File: config.mk
export PLATFORM = sky130hd
export DESIGN_NAME = fdb_config_bank
export DESIGN_NICKNAME = d
export VERILOG_FILES = /design/src/fdb_pkg.sv /design/src/fdb_config_bank.sv
export SDC_FILE = /design/constraint.sdc
export NUM_CORES = 2
export LEC_CHECK = 0
export ABC_CLOCK_PERIOD_IN_PS = 14250
export BUFFER_PORTS_ARGS = -buffer_cell sky130_fd_sc_hd__buf_2
export CORE_MARGIN = 5
export CORE_UTILIZATION = 50
export CTS_CLUSTER_SIZE = 24
export DETAILED_ROUTE_END_ITERATION = 10
export PLACE_DENSITY = 0.67
export SYNTH_ARGS = -nofsm -noshare
export SYNTH_HDL_FRONTEND = slang
export SYNTH_SLANG_ARGS = --single-unit
File: constraint.sdc
create_clock -name clk_i -period 14.25 [get_ports clk_i]
set_input_delay 1.425 -clock clk_i [delete_from_list [all_inputs] [get_ports clk_i]]
set_output_delay 1.425 -clock clk_i [all_outputs]
set_load 0.02 [all_outputs]
File: src/fdb_pkg.sv
// Package for the fractional divider configuration bank: map, layout and carrier types.
package fdb_pkg;

   // ----------------------------------------------------------------
   // Geometry
   // ----------------------------------------------------------------
   localparam int          NUM_DIV    = 5;
   localparam int          NUM_W      = 44;
   localparam int          DEN_W      = 32;
   localparam int          STEP_W     = 44;
   localparam int          NUM_BYTES  = 6;
   localparam int          DEN_BYTES  = 4;
   localparam int          ADDR_W     = 16;

   // ----------------------------------------------------------------
   // Register map, byte addresses on the serial control port
   // ----------------------------------------------------------------
   localparam logic [15:0] MAP_LO     = 16'h0302;
   localparam logic [15:0] MAP_HI     = 16'h0358;
   localparam int          MAP_BYTES  = 87;
   localparam logic [15:0] NUM_BASE  [NUM_DIV] = '{16'h0302, 16'h030D, 16'h0318, 16'h0323, 16'h032E};
   localparam logic [15:0] DEN_BASE  [NUM_DIV] = '{16'h0308, 16'h0313, 16'h031E, 16'h0329, 16'h0334};
   localparam logic [15:0] APPLY_ADR [NUM_DIV] = '{16'h030C, 16'h0317, 16'h0322, 16'h032D, 16'h0338};
   localparam logic [15:0] STEP_BASE [NUM_DIV] = '{16'h033B, 16'h0341, 16'h0347, 16'h034D, 16'h0353};
   localparam logic [15:0] GLOBAL_ADR = 16'h0338;
   localparam logic [15:0] MASK_ADR   = 16'h0339;
   localparam logic [15:0] SPARE_ADR  = 16'h033A;

   // ----------------------------------------------------------------
   // Field positions and storage masks
   // ----------------------------------------------------------------
   localparam int          APPLY_BIT  = 0;
   localparam int          GLOBAL_BIT = 1;
   localparam int          TOP_OFS    = 5;
   localparam logic [7:0]  FULL_MASK  = 8'hFF;
   localparam logic [7:0]  TOP_MASK   = 8'h0F;
   localparam logic [7:0]  SMASK_MASK = 8'h1F;
   localparam logic [7:0]  NONE_MASK  = 8'h00;
   localparam logic [7:0]  RESET_BYTE = 8'h00;

   // ----------------------------------------------------------------
   // Carrier types
   // ----------------------------------------------------------------
   typedef struct packed {
      logic              wr;
      logic              rd;
      logic [ADDR_W-1:0] addr;
      logic [7:0]        wdata;
   } fdb_req_t;

   typedef logic [NUM_DIV-1:0][NUM_W-1:0] fdb_num_bus_t;
   typedef logic [NUM_DIV-1:0][DEN_W-1:0] fdb_den_bus_t;

endpackage

File: src/fdb_config_bank.sv
// Configuration register bank for five interpolative fractional output dividers.
//
// Notes on behaviour
// Divider 0 numerator: 44 bits over six bytes, low byte first, top byte four bits.
// Divider 0 denominator: 32 bits over four bytes, low byte at lowest address.
// Dividers 1 to 4 have numerator and denominator laid out like divider 0.
// Each divider is fractional; its settings feed the following output post-divider.
// Divider 0 keeps old settings until bit 0 of its apply register is written 1.
// Dividers 1, 2, 3 have their own bit-0 apply strobes, each affecting only itself.
// Divider 4 applies on bit 0 of the register holding the shared strobe.
// Host writes all new bytes first, then sets that divider's apply strobe.
// Writing 1 to bit 1 of the shared register loads all dividers together; the code loads only dividers marked changed.
// A divider not rewritten is left untouched by the shared apply strobe.
// With the shared strobe set, host writes 0 to all other bits of that byte.
// Five-bit step mask: 0 lets step requests act on a divider, 1 blocks them.
// Step mask bits 0 to 4 map one-to-one onto dividers 0 to 4.
// Divider 0 step word: 44 bits over six bytes, low byte first.
// Dividers 1 to 4 have step words like divider 0 in consecutive six-byte ranges.
// Decrement adds the step word to the working numerator; increment subtracts it.
// Step requests never change the programmed numerator register.
// Apply strobe bits are one-shot and read back as 0.
// Steps accumulate in a working numerator reloaded whenever the divider applies.
`timescale 1ns/1ps
`default_nettype none

module fdb_config_bank
(
   input  wire logic                 clk_i,
   input  wire logic                 rst_n_i,
   input  wire fdb_pkg::fdb_req_t    req_i,
   input  wire logic                 freq_increment_request_i,
   input  wire logic                 freq_decrement_request_i,
   output logic [7:0]                rd_data_o,
   output logic                      rd_valid_o,
   output fdb_pkg::fdb_num_bus_t     divider_numerator_o,
   output fdb_pkg::fdb_den_bus_t     divider_denominator_o
);

   // ----------------------------------------------------------------
   // Storage and decode
   // ----------------------------------------------------------------
   logic [7:0]                       map_mem [fdb_pkg::MAP_BYTES];
   logic [fdb_pkg::NUM_DIV-1:0]      dirty;
   logic [2:0]                       inc_sync;
   logic [2:0]                       dec_sync;

   wire                              in_map   = (req_i.addr >= fdb_pkg::MAP_LO) && (req_i.addr <= fdb_pkg::MAP_HI);
   wire  [15:0]                      map_ofs  = req_i.addr - fdb_pkg::MAP_LO;
   wire  [6:0]                       map_idx  = map_ofs[6:0];
   wire                              wr_hit   = req_i.wr && in_map;
   wire                              rd_hit   = req_i.rd && in_map;
   wire  [7:0]                       wr_mask  = store_mask(req_i.addr);
   wire                              global_go;
   wire  [fdb_pkg::NUM_DIV-1:0]      apply_go;
   wire  [fdb_pkg::NUM_DIV-1:0]      touch;
   wire  [fdb_pkg::NUM_DIV-1:0]      step_mask;
   wire                              inc_pulse;
   wire                              dec_pulse;
   wire                              step_go;
   logic [47:0]                      num_bytes  [fdb_pkg::NUM_DIV];
   logic [31:0]                      den_bytes  [fdb_pkg::NUM_DIV];
   logic [47:0]                      step_bytes [fdb_pkg::NUM_DIV];

   // Storable bits of a byte address; apply strobes store nothing so they read as zero.
   function automatic logic [7:0] store_mask(input logic [15:0] adr);
      logic [7:0] m;
      m = fdb_pkg::FULL_MASK;
      for (int i = 0; i < fdb_pkg::NUM_DIV; i++)
      begin
         if ((adr == fdb_pkg::NUM_BASE[i] + 16'(fdb_pkg::TOP_OFS)) ||
             (adr == fdb_pkg::STEP_BASE[i] + 16'(fdb_pkg::TOP_OFS)))
            m = fdb_pkg::TOP_MASK;
         if (adr == fdb_pkg::APPLY_ADR[i])
            m = fdb_pkg::NONE_MASK;
      end
      if (adr == fdb_pkg::MASK_ADR)
         m = fdb_pkg::SMASK_MASK;
      if (adr == fdb_pkg::SPARE_ADR)
         m = fdb_pkg::NONE_MASK;
      return m;
   endfunction

   // Byte index of an address inside the map.
   function automatic int map_at(input logic [15:0] adr);
      return int'(adr - fdb_pkg::MAP_LO);
   endfunction

   // ----------------------------------------------------------------
   // Field assembly and per-divider decode
   // ----------------------------------------------------------------
   genvar gi;
   genvar gb;
   generate
      for (gi = 0; gi < fdb_pkg::NUM_DIV; gi++)
      begin : g_div
         for (gb = 0; gb < fdb_pkg::NUM_BYTES; gb++)
         begin : g_nb
            assign num_bytes[gi][gb*8 +: 8]  = map_mem[map_at(fdb_pkg::NUM_BASE[gi]) + gb];
            assign step_bytes[gi][gb*8 +: 8] = map_mem[map_at(fdb_pkg::STEP_BASE[gi]) + gb];
         end
         for (gb = 0; gb < fdb_pkg::DEN_BYTES; gb++)
         begin : g_db
            assign den_bytes[gi][gb*8 +: 8]  = map_mem[map_at(fdb_pkg::DEN_BASE[gi]) + gb];
         end
         // Any numerator or denominator byte written since the last apply marks the divider changed.
         assign touch[gi]    = wr_hit && (req_i.addr >= fdb_pkg::NUM_BASE[gi]) &&
                               (req_i.addr < fdb_pkg::DEN_BASE[gi] + 16'(fdb_pkg::DEN_BYTES));
         // Per-divider strobe, or the shared strobe for a changed divider only.
         assign apply_go[gi] = (wr_hit && (req_i.addr == fdb_pkg::APPLY_ADR[gi]) &&
                                req_i.wdata[fdb_pkg::APPLY_BIT]) ||
                               (global_go && dirty[gi]);
         assign step_mask[gi] = map_mem[map_at(fdb_pkg::MASK_ADR)][gi];
      end
   endgenerate

   // The host is expected to leave the other bits zero with the shared strobe; divider 4's bit is honoured anyway.
   assign global_go = wr_hit && (req_i.addr == fdb_pkg::GLOBAL_ADR) &&
                      req_i.wdata[fdb_pkg::GLOBAL_BIT];
   assign inc_pulse = inc_sync[1] && !inc_sync[2];
   assign dec_pulse = dec_sync[1] && !dec_sync[2];
   // Simultaneous increment and decrement cancel, so neither is applied.
   assign step_go   = inc_pulse ^ dec_pulse;

   // ----------------------------------------------------------------
   // Register storage and read port
   // ----------------------------------------------------------------
   always_ff @(posedge clk_i)
   begin
      if (!rst_n_i)
      begin
         for (int i = 0; i < fdb_pkg::MAP_BYTES; i++)
            map_mem[i] <= fdb_pkg::RESET_BYTE;
      end
      else if (wr_hit)
      begin
         map_mem[map_idx] <= req_i.wdata & wr_mask;
      end
   end

   always_ff @(posedge clk_i)
   begin
      if (!rst_n_i)
      begin
         rd_data_o  <= fdb_pkg::RESET_BYTE;
         rd_valid_o <= 1'b0;
      end
      else
      begin
         rd_valid_o <= req_i.rd;
         rd_data_o  <= rd_hit ? map_mem[map_idx] : fdb_pkg::RESET_BYTE;
      end
   end

   // ----------------------------------------------------------------
   // Step request pins
   // ----------------------------------------------------------------
   always_ff @(posedge clk_i)
   begin
      if (!rst_n_i)
      begin
         inc_sync <= 3'b000;
         dec_sync <= 3'b000;
      end
      else
      begin
         inc_sync <= {inc_sync[1:0], freq_increment_request_i};
         dec_sync <= {dec_sync[1:0], freq_decrement_request_i};
      end
   end

   // ----------------------------------------------------------------
   // Active divider settings
   // ----------------------------------------------------------------
   // The apply wins over a step in the same cycle: the working numerator restarts from the register.
   always_ff @(posedge clk_i)
   begin
      if (!rst_n_i)
      begin
         dirty                 <= '0;
         divider_numerator_o   <= '0;
         divider_denominator_o <= '0;
      end
      else
      begin
         dirty <= (dirty & ~apply_go) | touch;
         for (int i = 0; i < fdb_pkg::NUM_DIV; i++)
         begin
            if (apply_go[i])
            begin
               divider_numerator_o[i]   <= num_bytes[i][fdb_pkg::NUM_W-1:0];
               divider_denominator_o[i] <= den_bytes[i];
            end
            else if (step_go && !step_mask[i])
            begin
               if (dec_pulse)
                  divider_numerator_o[i] <= divider_numerator_o[i] +
                                            step_bytes[i][fdb_pkg::STEP_W-1:0];
               else
                  divider_numerator_o[i] <= divider_numerator_o[i] -
                                            step_bytes[i][fdb_pkg::STEP_W-1:0];
            end
         end
      end
   end
endmodule

`default_nettype wire

Yosys cells after proc, flatten, opt, wreduce, memory -nomap -nowiden
Memories as Yosys holds them, arrays and structs flattened. A register that Yosys moved wholly into a read port is not among the register bits.
Cells that the tools add are included.
{"block": "op_classes", "add_sub_neg": 11, "order_cmp": 11, "eq_ne": 17, "n_mux": 34, "n_bitwise": 5, "n_reduce_logical": 81}
{"op": "2-to-1 mux 44 bit", "n": 15}
{"op": "equality test 16 x 10 -> 1 bit, second input constant", "n": 17}
{"op": "adder 44 bit", "n": 5}
{"op": "subtractor 44 bit", "n": 5}
{"op": "2-to-1 mux 8 bit", "n": 13}
{"op": ">= comparator 16 x 10 -> 1 bit, second input constant", "n": 5}
{"op": "less-than comparator 16 x 10 -> 1 bit, second input constant", "n": 5}
{"op": "logical AND 1 bit", "n": 36}
{"op": "zero test 1 bit", "n": 28}
{"op": "less-or-equal comparator 16 x 10 -> 1 bit, second input constant", "n": 1}
{"op": "logical OR 1 bit", "n": 10}
{"op": "nonzero test 2 bit", "n": 5}
{"op": "bitwise AND 8 bit", "n": 1}
{"op": "OR reduction 8 bit", "n": 1}
{"op": "2-to-1 mux 7 bit", "n": 1}
{"op": "subtractor 7 x 2 -> 7 bit, second input constant", "n": 1}
{"op": "bitwise AND 5 bit", "n": 1}
{"op": "2-to-1 mux 1 bit", "n": 5}
{"op": "NOT 5 bit", "n": 1}
{"op": "bitwise OR 5 bit", "n": 1}
{"op": "AND reduction 2 bit", "n": 1}
{"op": "XOR 1 bit", "n": 1}
{"block": "word_totals", "reg_bits": 232, "mem_bits_rw": 696, "in_bits": 30, "elab_cells": 169, "n_memories": 1}
{"memory": "map_mem", "words": 87, "word_bits": 8, "read_ports": 82, "rd_clocked_by_memory_dff": 21, "write_ports": 87, "line": "fdb_config_bank.sv:42", "text": "logic [7:0] map_mem [fdb_pkg::MAP_BYTES];"}

Longest topological paths before layout
{"block": "logic_depth", "depth_word": 16, "ltp_mapped": 23}

Worst setup path after synthesis
No wires, ideal clock.
{"block": "synth_path", "path_kind": "input port to flip-flop", "startpoint": "in req_i[10] in the netlist's numbering", "endpoint": "mem map_mem[105][0] (enable)", "t_arrival_ps": 4420, "slack_ps": 9446, "stages": 9, "path_cell_list": "clkbuf_1 -> inv_1 -> ha_1 -> xor2_1 -> buf_1 -> clkbuf_1 -> clkbuf_1 -> nand3_1 -> nor3_1"}
{"element": "start: declaration", "line": "fdb_config_bank.sv:30", "text": "input wire fdb_pkg::fdb_req_t req_i,"}
{"element": "end: declaration", "line": "fdb_config_bank.sv:42"}

Worst setup path after layout
{"block": "layout_path", "startpoint": "reg dec_sync[1]", "endpoint": "reg divider_numerator_o[219] in the netlist's numbering"}
{"block": "layout_between", "elab_chain_cells": 4, "word_cells_on_any_way": 7, "classes_between": "3 x mux; 1 x bitwise; 3 x reduce/logical"}
{"element": "start: declaration", "line": "fdb_config_bank.sv:45", "text": "logic [2:0] dec_sync;"}
{"element": "start signal: assignment", "line": "fdb_config_bank.sv:167", "text": "dec_sync <= {dec_sync[1:0], freq_decrement_request_i};"}
{"element": "logical AND 1 bit (*)", "line": "fdb_config_bank.sv:120", "text": "assign dec_pulse = dec_sync[1] && !dec_sync[2];"}
{"element": "2-to-1 mux 44 bit or XOR 1 bit (tied branches)", "line": "fdb_config_bank.sv:195, fdb_config_bank.sv:122"}
{"element": "2-to-1 mux 44 bit or logical AND 1 bit (tied branches)", "line": "fdb_config_bank.sv:193", "text": "else if (step_go && !step_mask[i])"}
{"element": "2-to-1 mux 44 bit or nonzero test 2 bit (tied branches)"}
{"element": "end signal: indexed assignment", "line": "fdb_config_bank.sv:190", "text": "divider_numerator_o[i] <= num_bytes[i][fdb_pkg::NUM_W-1:0];"}
{"element": "end signal: indexed assignment", "line": "fdb_config_bank.sv:196", "text": "divider_numerator_o[i] <= divider_numerator_o[i] +"}
{"element": "end signal: indexed assignment", "line": "fdb_config_bank.sv:199", "text": "divider_numerator_o[i] <= divider_numerator_o[i] -"}
{"element": "end: declaration", "line": "fdb_config_bank.sv:35", "text": "output fdb_pkg::fdb_num_bus_t divider_numerator_o,"}
Mark *: on every way between the ends. The rest lies on a longest branch, timed or not. The select of a mux whose other input is x is not followed.
A chain may end at the register's enable or synchronous reset.

==> flow_summary.ini <==
[yosys]
most_common_cell_in_the_netlist = nor2_1
netlist.top_cell.by_area = edfxtp_1
synth.top_cells.by_area = edfxtp_1 (41%), dfxtp_1 (11%), mux4_2 (9.9%)
ys_ff_latch = 1424
syn-instance-count = 7003
part_of_the_yosys_area_used_for_sequential_elements_pct = 51.54
synthTopCellsByCount = nor2_1 (1065), edfxtp_1 (1024), nand2_1 (926)
ys_types = 93
synth_area_per_cell_um2 = 10.74
yosys.area.top_type_share_pct = 40.89
postSynth.topFlopCell = edfxtp_1
netlist_area_um2 = 75190
synth-async-reset-ratio_pct = 0
synth_enable_flop_cells = 1024
synthesis.yosys.warnings = 0

[cts]
clock_tree.htree_level_count = 4
post-cts-setup-buffers = 0
path_clk_slew_ns = 0.06
cts_inserted_buffers = 152
tritoncts = yes
cts-root-buf = clkbuf_16
cts.hold.buffers_added = 0
clock_sinks = 1424
worst_skew_pair.late_latency_ns = 0.81
clockBufferDepth = 3
postCtsResizedCells = 0

[timing]
relSlewSlack_pct = 8.160
whs_ns = 0.4457
fin_setup_tns_ns = 0
drv_slew = 0
worst_margin_slew_ns = 1.373
min_period_over_period_pct = 40.30
clock.fmax_ghz = 0.1741
timing.final.hold_violations = 0
period_minus_slack_ns = 5.743
rsz_0062_raised_after_global_routing = false
clock_skew_ns = 0.03409
report.final.setup_viol = 0

[global_routing]
antenna_violations_before_repair = 22
globalRouteOverflowTotal = 0
global_route.usage.total_pct = 32.42
grt_max_degree = 163
grt_pass1_vias = 55910
grt_first_pass_wirelength_um = 378700

[hold_path]
hold_path_depth = 2
timing.hold.worst.start = divider_denominator_o[110]$_SDFFE_PN0P_
worst_hold_path_type = flop to flop

[critical_path]
worstSetupEndpointType = flop
regToRegStartpoint = dec_sync[1]$_SDFF_PN0_
worst-setup-path-type = flop to flop
crit_required_ns = 14.95
reg2reg_depth = 16
worst-path-max-fanout = 48
critical_path.startpoint_type = flop
worst-endpoint-arrival_ns = 6.44
worstSetupStartpoint = dec_sync[1]$_SDFF_PN0_

[flow_run]
max_cap_violations = 0

[power_and_ir_drop]
power.leakage_uw = 0.03224
vdd.ir_drop.worst_v = 0.0001034
p_per_area_nw_per_um2 = 122.9

[floorplan]
die_y_um = 397.8
die_outline_area_um2 = 158200
fp-row-count = 142
floorplan.io_pins = 419
initial_utilization_pct = 50.26
chipWidth_um = 397.8
floorplan.core_area_um2 = 149600

[drt]
drt-vias-per-instance = 6.301
drt_pass_1_iters = 6
drt.antenna.violating_nets = 0
num_vias = 60180
drt_first_iter_violations = 7955
wirelength_um = 263100
drt_drc_violations_left = 0
avgRoutedWirePerCell_um = 27.54

[cells_and_area]
syn2layout_area_growth_pct = 13.03
finalNetCount = 7696
num-fill-cells = 12730
drive_above_1_share_pct = 15.33

[run_status]
result_of_the_run = completed

[placement]
port_buffers = 418
hpwl_um = 189500
finalWeightedCongestion = 1.004
==> power by group <==
group	leakage [µW]	internal [µW]	total, µW	switching, µW
logic	0.0168	535	1430	895
registers	0.0129	4610	4800	188
clock network	0.00255	2490	4210	1720
total	0.0322	7640	10400	2810
==> placed cells by master, fill, tap and decap left out, types with 160 or more instances in the layout <==
cell         n
conb_1     160
xor2_1     171
nor2_1    1056
edfxtp_1  1024
xnor2_1    225
mux4_2     329
dfxtp_1    400
o21ai_0    305
a21oi_1    648
ha_1       264
buf_2      415
nand2_1    918
==> sequential cells by signal, indices dropped and copies added, names as in the netlist <==
signal and flops:
map_mem 1024, divider_numerator_o 220, divider_denominator_o 160, rd_data_o 8, dirty 5, dec_sync 3, inc_sync 3, rd_valid_o 1
==> cell type report <==
cell class,instances,area (µm²),area share [%]
diodes,14,35.03,0.04122
flip-flops and latches,1424,38760,45.60
clock buffers,193,4148,4.880
multi-input cells,5230,35340,41.58
well taps,2016,2522,2.968
clock inverters,86,1106,1.301
inverters,88,337.8,0.3975
repair buffers,500,2749,3.234
==> worst paths after layout <==
check,to,slack (ns)
worst max-delay path,divider_numerator_o[219]$_SDFFE_PN0P_,8.51
worst min-delay path,divider_denominator_o[110]$_SDFFE_PN0P_,0.45
worst max register to register,divider_numerator_o[219]$_SDFFE_PN0P_,8.51
worst min register to register,divider_denominator_o[110]$_SDFFE_PN0P_,0.45
==> cells by family (layout without fill, tap and decap cells) <==
family / after synthesis / in the layout / share of synthesized area (%)
AOI/OAI and AO/OA: 1531 / 1531 / 12.28
other: 1 / 174 / 0.004987
buffers and inverters: 508 / 867 / 2.626
and+or+nand+nor: 2522 / 2522 / 14.22
xor gates and xnor gates: 400 / 400 / 4.669
DFF: 1424 / 1424 / 51.54
adders and majority gates: 270 / 270 / 4.543
muxes: 347 / 347 / 10.12
==> worst max-delay path, stage by stage, from the launching register on <==
cell      delay (ns)
dfxtp_1         0.42
nor2b_4         0.41
buf_4           0.50
buf_4           0.60
a21oi_1         0.11
xor2_1          0.39
ha_1            0.32
a211oi_1        0.11
o41ai_1         0.40
a21oi_1         0.20
nor4_1          0.66
o21bai_1        0.24
a21oi_1         0.36
nor3_1          0.11
a311oi_1        0.39
xor2_1          0.11
a211oi_1        0.23
==> layer usage <==
layer	part of all wire, %	global-route usage, %
met1	37	42.51
met2	45	49.42
met3	13	9.163
met4	6.0	16.54
met5	0.057	0
==> metrics by stage <==
stage / instance area [µm²] / power [µW] / std cells / setup slack (ns) / util [%]
detailed placement: 79700 / 6271 / 9258 / 8.014 / 53.28
global placement: 79700 / 6254 / 9258 / 8.187 / 53.28
finish: 84990 / 10440 / 9551 / 8.507 / 56.81
floorplan: 75790 / 5763 / 7162 / 9.446 / -
global route: 84960 / 10750 / 9537 / 8.202 / 56.79
CTS: 84960 / 10430 / 9537 / 8.624 / 56.79
(Power assumes the default switching activity.)
